===== src/verilog/acs_pkg.sv =====
// constants, register map and state types of the converter control block
package acs_pkg;
   // register indices on the plain register port
   localparam logic [1:0] ACS_IDX_CTRL      = 2'h0;
   localparam logic [1:0] ACS_IDX_RES_HIGH  = 2'h1;
   localparam logic [1:0] ACS_IDX_RES_LOW   = 2'h2;
   localparam logic [1:0] ACS_IDX_IRQ_STAT  = 2'h3;
   localparam int         ACS_ADDR_W        = 2;
   // full addresses: status on the first page, interrupt enable and clear on the second
   localparam logic [2:0] ACS_ADDR_STAT     = 3'h3;
   localparam logic [2:0] ACS_ADDR_IRQ_EN   = 3'h4;
   localparam logic [2:0] ACS_ADDR_IRQ_CLR  = 3'h5;
   // control field positions
   localparam int ACS_BIT_DONE    = 7;
   localparam int ACS_BIT_SPEED   = 6;
   localparam int ACS_BIT_ON      = 5;
   localparam int ACS_BIT_IE      = 4;
   localparam int ACS_BIT_SINGLE  = 3;
   localparam int ACS_CH_MSB      = 2;
   // status bit positions
   localparam int ACS_ST_DONE     = 0;
   localparam int ACS_ST_ABORT    = 1;
   localparam int ACS_ST_W        = 2;
   // reset values and control write mask
   localparam logic [7:0] ACS_CTRL_RST = 8'h00;
   localparam logic [9:0] ACS_RES_RST  = 10'h000;
   localparam logic [7:0] ACS_WR_MASK  = 8'h7F;
   // converter clock division
   localparam logic [1:0] ACS_DIV2_LAST = 2'h1;
   localparam logic [1:0] ACS_DIV4_LAST = 2'h3;

   typedef enum logic [1:0] {
      ACS_IDLE  = 2'b00,
      ACS_START = 2'b01,
      ACS_WAIT  = 2'b10
   } acs_state_e;
endpackage : acs_pkg


===== src/verilog/acs_ctrl.sv =====
// converter control, status and result registers with core handshake
//
// Local design decisions: the plain strobed port and the address map.
`timescale 1ns/100ps
`default_nettype none

// Functional notes
// - the done flag in control bit 7 sets on completion and clears when the high result byte is read.
// - control bit 7 ignores writes while all other control bits are read and write.
// - setting the on bit enables and starts, clearing it stops, and a single conversion end clears it.
// - control bit 4 lets the completion interrupt through on done_irq when set and blocks it there when clear; sys_irq does not use it.
// - control bit 3 selects continuous conversion at 0 and one conversion per start at 1.
// - control bits 2 to 0 choose analog channel 0 to 7 in plain binary.
// - the low result byte shows result bits 1 and 0 low and zeros above.
// - a channel change during a conversion abandons it and starts the new channel.
// - reading the low byte locks both result bytes until the high byte is read or the on bit clears.
// - continuous mode reconverts without end and each result stands until the next completes.
module acs_ctrl
   import acs_pkg::*;
(
   // clock and reset
   input  wire logic       sys_clk,
   input  wire logic       rstn,
   // register port
   input  wire logic [2:0] reg_addr,
   input  wire logic [7:0] reg_wdata,
   input  wire logic       reg_wr,
   input  wire logic       reg_rd,
   output var  logic [7:0] reg_rdata,
   // conversion core
   output var  logic       conv_clk,
   output var  logic       conv_enable,
   output var  logic       conv_start,
   output var  logic [2:0] conv_channel,
   input  wire logic       conv_done,
   input  wire logic [9:0] conv_result,
   // interrupts
   output var  logic       done_irq,
   output var  logic       sys_irq
);

   localparam int ST_W_M1 = ACS_ST_W - 1;

   typedef struct packed {
      logic [7:0]         ctrl;
      logic [9:0]         result;
      logic               locked;
      acs_state_e         state;
      logic               done_seen;
      logic [1:0]         div_cnt;
      logic               conv_clk;
      logic               conv_start;
      logic [7:0]         rdata;
      logic [ST_W_M1:0]   stat;
      logic [ST_W_M1:0]   irq_en;
      logic               done_irq;
      logic               sys_irq;
   } acs_regs_s;

   acs_regs_s  cur_reg;
   acs_regs_s  cur_next;
   logic       done_sync;
   logic [9:0] res_sync;

   acs_sync u_done_sync (
      .sys_clk  (sys_clk),
      .rstn     (rstn),
      .async_in (conv_done),
      .sync_out (done_sync)
   );

   // result bits take the same two stages as the done level, so the
   // word is steady by the time the synced edge is acted on
   for (genvar i = 0; i < $bits(res_sync); i++) begin : g_res_sync
      acs_sync u_res_sync (
         .sys_clk  (sys_clk),
         .rstn     (rstn),
         .async_in (conv_result[i]),
         .sync_out (res_sync[i])
      );
   end

   // wire outputs straight from the state flip-flops
   assign reg_rdata    = cur_reg.rdata;
   assign conv_clk     = cur_reg.conv_clk;
   assign conv_enable  = cur_reg.ctrl[ACS_BIT_ON];
   assign conv_start   = cur_reg.conv_start;
   assign conv_channel = cur_reg.ctrl[ACS_CH_MSB:0];
   assign done_irq     = cur_reg.done_irq;
   assign sys_irq      = cur_reg.sys_irq;

   always_comb begin
      logic       wr_ctrl;
      logic       wr_irq_en;
      logic       wr_irq_clr;
      logic       rd_high;
      logic       rd_low;
      logic       ch_change;
      logic       done_edge;
      logic       finish;
      logic       abort_ev;
      logic       restart;
      logic [7:0] new_ctrl;
      logic [ST_W_M1:0] ev;

      cur_next  = cur_reg;
      wr_ctrl   = reg_wr && (reg_addr == {1'b0, ACS_IDX_CTRL});
      rd_high   = reg_rd && (reg_addr == {1'b0, ACS_IDX_RES_HIGH});
      rd_low    = reg_rd && (reg_addr == {1'b0, ACS_IDX_RES_LOW});
      wr_irq_en  = reg_wr && (reg_addr == ACS_ADDR_IRQ_EN);
      wr_irq_clr = reg_wr && (reg_addr == ACS_ADDR_IRQ_CLR);
      done_edge = done_sync && !cur_reg.done_seen;
      new_ctrl  = cur_reg.ctrl;
      finish    = 1'b0;
      abort_ev  = 1'b0;
      restart   = 1'b0;
      ch_change = 1'b0;
      ev        = '0;

      cur_next.done_seen  = done_sync;
      cur_next.conv_start = 1'b0;

      // converter clock divider
      if (!cur_reg.ctrl[ACS_BIT_ON]) begin
         cur_next.div_cnt  = 2'h0;
         cur_next.conv_clk = 1'b0;
      end else if (cur_reg.div_cnt == (cur_reg.ctrl[ACS_BIT_SPEED] ?
                   ACS_DIV4_LAST : ACS_DIV2_LAST)) begin
         cur_next.div_cnt  = 2'h0;
         cur_next.conv_clk = 1'b1;
      end else begin
         cur_next.div_cnt  = cur_reg.div_cnt + 2'h1;
         cur_next.conv_clk = (cur_reg.div_cnt == 2'h0) ? 1'b0 :
                             cur_reg.conv_clk;
      end

      // conversion sequencing
      unique case (cur_reg.state)
         ACS_IDLE: begin
            if (cur_reg.ctrl[ACS_BIT_ON]) begin
               cur_next.state = ACS_START;
            end
         end
         ACS_START: begin
            cur_next.conv_start = 1'b1;
            cur_next.state      = ACS_WAIT;
         end
         ACS_WAIT: begin
            if (done_edge) begin
               finish = 1'b1;
               if (cur_reg.ctrl[ACS_BIT_SINGLE]) begin
                  new_ctrl[ACS_BIT_ON] = 1'b0;
                  cur_next.state       = ACS_IDLE;
               end else begin
                  restart = 1'b1;
               end
            end
         end
         default: begin
            cur_next.state = ACS_IDLE;
         end
      endcase

      if (finish) begin
         new_ctrl[ACS_BIT_DONE] = 1'b1;
         ev[ACS_ST_DONE]        = 1'b1;
         if (!cur_reg.locked) begin
            cur_next.result = res_sync;
         end
      end
      if (restart) begin
         cur_next.state = ACS_START;
      end

      // software write to control; done flag kept by hardware
      if (wr_ctrl) begin
         ch_change = (reg_wdata[ACS_CH_MSB:0] != cur_reg.ctrl[ACS_CH_MSB:0]);
         new_ctrl  = (reg_wdata & ACS_WR_MASK) |
                     (new_ctrl & ~ACS_WR_MASK);
         if (!reg_wdata[ACS_BIT_ON]) begin
            cur_next.state = ACS_IDLE;
            if (cur_reg.state != ACS_IDLE) begin
               abort_ev = 1'b1;
            end
         end else if (!cur_reg.ctrl[ACS_BIT_ON]) begin
            cur_next.state = ACS_START;
         end else if (ch_change && cur_reg.state != ACS_IDLE) begin
            cur_next.state = ACS_START;
            abort_ev       = 1'b1;
         end
      end

      // high byte read clears done; a set in the same cycle wins
      if (rd_high && !finish) begin
         new_ctrl[ACS_BIT_DONE] = 1'b0;
      end
      cur_next.ctrl = new_ctrl;

      // result lock
      if (rd_low) begin
         cur_next.locked = 1'b1;
      end
      if (rd_high || !new_ctrl[ACS_BIT_ON]) begin
         cur_next.locked = 1'b0;
      end
      ev[ACS_ST_ABORT] = abort_ev;

      // read data, valid one cycle after the strobe
      cur_next.rdata = 8'h00;
      if (reg_rd) begin
         case (reg_addr)
            {1'b0, ACS_IDX_CTRL}:     cur_next.rdata = cur_reg.ctrl;
            {1'b0, ACS_IDX_RES_HIGH}: cur_next.rdata =
                                         cur_reg.result[9:2];
            {1'b0, ACS_IDX_RES_LOW}:  cur_next.rdata =
                                         {6'h00, cur_reg.result[1:0]};
            ACS_ADDR_STAT:            cur_next.rdata =
                                         {6'h00, cur_reg.stat};
            ACS_ADDR_IRQ_EN:          cur_next.rdata =
                                         {6'h00, cur_reg.irq_en};
            default:                  cur_next.rdata = 8'h00;
         endcase
      end

      // sticky event status, set wins over clear
      if (wr_irq_en) begin
         cur_next.irq_en = reg_wdata[ST_W_M1:0];
      end
      if (wr_irq_clr) begin
         cur_next.stat = (cur_reg.stat & ~reg_wdata[ST_W_M1:0]) | ev;
      end else begin
         cur_next.stat = cur_reg.stat | ev;
      end

      cur_next.done_irq = new_ctrl[ACS_BIT_DONE] &&
                          new_ctrl[ACS_BIT_IE];
      cur_next.sys_irq  = |(cur_next.stat & cur_next.irq_en);
   end

   always_ff @(posedge sys_clk) begin
      if (!rstn) begin
         cur_reg.ctrl       <= ACS_CTRL_RST;
         cur_reg.result     <= ACS_RES_RST;
         cur_reg.locked     <= 1'b0;
         cur_reg.state      <= ACS_IDLE;
         cur_reg.done_seen  <= 1'b0;
         cur_reg.div_cnt    <= 2'h0;
         cur_reg.conv_clk   <= 1'b0;
         cur_reg.conv_start <= 1'b0;
         cur_reg.rdata      <= 8'h00;
         cur_reg.stat       <= '0;
         cur_reg.irq_en     <= '0;
         cur_reg.done_irq   <= 1'b0;
         cur_reg.sys_irq    <= 1'b0;
      end else begin
         cur_reg <= cur_next;
      end
   end
endmodule : acs_ctrl
`default_nettype wire


===== src/verilog/acs_sync.sv =====
// two flip-flop synchroniser for one level from the conversion core
`timescale 1ns/100ps
`default_nettype none
module acs_sync (
   // clock and reset
   input  wire logic sys_clk,
   input  wire logic rstn,
   // level in and out
   input  wire logic async_in,
   output var  logic sync_out
);
   logic meta_reg;

   always_ff @(posedge sys_clk) begin
      if (!rstn) begin
         meta_reg <= 1'b0;
         sync_out <= 1'b0;
      end else begin
         meta_reg <= async_in;
         sync_out <= meta_reg;
      end
   end
endmodule : acs_sync
`default_nettype wire

===== config.mk =====
export PLATFORM = sky130hd
export DESIGN_NAME = acs_ctrl
export DESIGN_NICKNAME = d
export VERILOG_FILES = /design/src/verilog/acs_pkg.sv /design/src/verilog/acs_ctrl.sv /design/src/verilog/acs_sync.sv
export SDC_FILE = /design/constraint.sdc
export NUM_CORES = 1
export LEC_CHECK = 0
export ABC_AREA = 1
export BUFFER_PORTS_ARGS = -buffer_cell sky130_fd_sc_hd__buf_4
export CORE_UTILIZATION = 47
export DETAILED_ROUTE_END_ITERATION = 16
export GPL_ROUTABILITY_DRIVEN = 0
export HOLD_SLACK_MARGIN = 0.1
export PLACE_DENSITY = 0.74
export SLEW_MARGIN = 5
export SYNTH_ARGS = -nofsm -noshare
export SYNTH_HDL_FRONTEND = slang
export SYNTH_SLANG_ARGS = --single-unit

===== constraint.sdc =====
create_clock -name sys_clk -period 1.1 [get_ports sys_clk]
set_input_delay 0.165 -clock sys_clk [delete_from_list [all_inputs] [get_ports sys_clk]]
set_output_delay 0.165 -clock sys_clk [all_outputs]
set_load 0.05 [all_outputs]

==> qor.csv <==
stage,metric,value,unit
floorplan,start_util,0.4936,
critical_path,cp-start-kind,register,
drt,post_drt_via_cell_ratio,4.525,
critical_path,r2r_end,cur_reg[29],
clocking,clk_path_buf_depth,2,
pwr,p_seq_frac,0.536,
pwr,intPower,0.003328,W
clocking,cts.sinks,62,
logic_synthesis,synthesis.area,2362,um2
critical_path,crit_required,1360,ps
final_layout,mostFrequentLayoutCells,"86 x nand2_1, 54 x dfxtp_1, 53 x buf_4",
final_layout,final_common_cell,nand2_1,
placement,dp_hpwl,3.199,mm
timing,fin_crit,1100,ps
final_layout,largest_register_ffs,24,
drt,post-route-drc-count,0,
timing,finalCritPeriodShare,1.000,
drt,postRouteAntennaNets,0,
status,violations,setup timing,
floorplan,num_rows,25,
global_route,grt_pass1_vias,1856,
floorplan,die_w,72.90,um
global_route,grt_use_total,0.1969,
final_layout,n_antenna_cell,0,
min_path,min_to,conv_channel[2],
pwr,p_switching,0.001024,W
clocking,cts_buffers,9,
timing,fin_tns_setup,-0.1082,ps
drt,vias,2009,
floorplan,coreArea,4786,um2
pwr,switching_share,0.2353,
critical_path,cp-end-kind,register,
logic_synthesis,syn_nets,335,
global_route,grtUsageMet2,0.3333,
placement,port_buffers,40,
critical_path,criticalPathCategory,reg -> reg,
floorplan,io_pins,42,
clocking,clk_pin_slew,70,ps
logic_synthesis,synthCells,309,
timing,max_clock_freq,0.9090,GHz
global_route,grtUsageMet3,0.05801,
min_path,hold_depth,3,
critical_path,crit_fanout,6,
final_layout,finalNetCount,400,
clocking,worstSkewPairLatency,320,ps
status,outcome,"complete, but fails checks",
logic_synthesis,ys_seq_area_frac,0.5254,
logic_synthesis,ys_seq_elements,62,
logic_synthesis,synthDistinctLibCells,25,
logic_synthesis,yosysWarnings,0,
timing,setup_viol,1,
drt,totalWireLength,4.756,mm
pwr,combPwrFrac,0.087,
drt,drt_iter0_markers,129,
logic_synthesis,avgSynthCellArea,7.645,um2
floorplan,die_y,72.90,um
timing,max-slew-margin-rel,0.8036,
min_path,hold_class,in -> reg,
timing,finalWorstSetupSlack,-0.1082,ps
pwr,p_leak,1.514,nW
clocking,cts_root_buf,clkbuf_8,
clocking,ctsHtreeMaxLevel,3,
global_route,antenna_found_initial,0,
timing,drv_slew,0,
floorplan,die-area,5314,um2
pwr,total_power,0.004352,W
global_route,grt_max_degree,24,
timing,worst_pin_slew,291.6,ps
pwr,p_per_area,1344,nW/um2
timing,final_hold_viol_count,0,
global_route,use_met1,0.2292,
drt,first_pass_iters,4,
critical_path,worstPathArrival,1360,ps
pwr,peakVddDrop,0.0008915,V
pwr,power.share.clock,0.377,
clocking,cts_tree,built,
global_route,top_usage_layer,met2,
timing,rsz0062_at_grt,true,
final_layout,syn2layout_area_growth,37.02,%
global_route,grt_pass1_wl,7.762,mm
run,drv_cap,0,
critical_path,reg2reg_from,cur_reg[19],
timing,skew,6.858,ps
final_layout,drive_above_1_share,0.3024,
global_route,grt-ovfl-total,0,
drt,wl_per_cell,10.71,um
min_path,hold_path.startpoint,reg_wdata[2],
final_layout,fillers,399,
critical_path,rrSetupSlack,-0.1,ps
critical_path,reg2reg_depth,6,
## worst max path at each step
| stage | startpoint | end | cells past startpoint |
|---|---|---|---|
| final | cur_reg[19] | cur_reg[29] | 6 |
| after floorplan | cur_reg[20] | cur_reg[22] | 5 |
| after global placement | cur_reg[19] | cur_reg[26] | 6 |
| after CTS | cur_reg[19] | cur_reg[28] | 6 |
| after global routing | cur_reg[19] | cur_reg[31] | 6 |
| after detailed placement | cur_reg[19] | cur_reg[31] | 6 |
## routing by layer
metal / share of wire / vias up
met3: 0.037 / 6
li1: - / 1074
met2: 0.50 / 43
met4: 0.013 / 0
met1: 0.45 / 886
met5: 0 / -
## worst max-delay path, cell delays in order, from the launching register on
cell and delay (ps):
dfxtp_2 330, inv_2 80, nand2_4 60, nor2_4 210
buf_6 180, nand3_2 70, a21oi_2 110
## power groups by stage
stage	Clock [W]	Sequential (W)	Combinational (W)
CTS	0.00169	0.00233	0.000358
global placement	0	0.00237	0.000309
floorplan	0	0.00238	0.000161
finish	0.00164	0.00233	0.000380
detailed placement	0	0.00237	0.000316
global route	0.00180	0.00234	0.000417
## stage by stage
stage / cells / util / cell area (um2) / setup slack (ps) / hold slack [ps]
2_1_floorplan: 309 / - / 2364 / 43.67 / 262.6
3_3_place_gp: 413 / 0.5770 / 2761 / -97.72 / 345.7
3_5_place_dp: 413 / 0.5770 / 2761 / -98.61 / 349.7
4_1_cts: 440 / 0.6439 / 3082 / 8.180 / 106.6
5_1_grt: 444 / 0.6763 / 3237 / -59.06 / 160.8
6_report: 444 / 0.6763 / 3237 / -0.1082 / 142.0
## cells in the mapped netlist
cell       n  area share
nand2_2    1      0.0026
nor3_1     7       0.015
nor2_2     2      0.0053
nand3_4    1      0.0074
nor2_4     1      0.0048
nand3_1   20       0.042
dfxtp_1   62        0.53
clkbuf_1   5      0.0079
a21boi_0   1      0.0032
o21ai_0    8       0.017
inv_2      3      0.0048
and2_1     1      0.0026
buf_2      2      0.0042
inv_1     44       0.070
nor3_4     1      0.0069
buf_4     13       0.041
o211ai_1   1      0.0032
xnor2_1    1      0.0037
nand4_1    2      0.0053
a22oi_1    1      0.0032
a21oi_1   24       0.051
o21ai_1    1      0.0021
nor2_1    17       0.027
nand2_1   89        0.14
nor4_1     1      0.0026
## cell type report
class                      count  area [um2]  area share
clock buffer                  10       137.6     0.04252
inverter                      47       176.4     0.05450
tap                           67       83.83     0.02590
multi-input combinational    180       933.4      0.2884
sequential                    62        1254      0.3873
timing repair buffer          74       626.9      0.1937
clock inverter                 4       25.02    0.007731
## cell families after synthesis
| kind of cell | after synthesis | synth area share |
|---|---|---|
| XOR/XNOR | 1 | 0.003708 |
| flip-flops | 62 | 0.5254 |
| AO/OA/AOI/OAI | 36 | 0.07945 |
| buffers and inverters | 67 | 0.1282 |
| AND/OR/NAND/NOR | 143 | 0.2632 |
## repair_timing
item,CTS,global route
hold buffers,13,0
hold endpoints to repair,13,0
setup buffers,0,3
setup endpoints to repair,13,15
pin swaps,1,14
cloned,0,1
resized for setup,9,35
No activity file was read; power rests on OpenSTA's default activity.
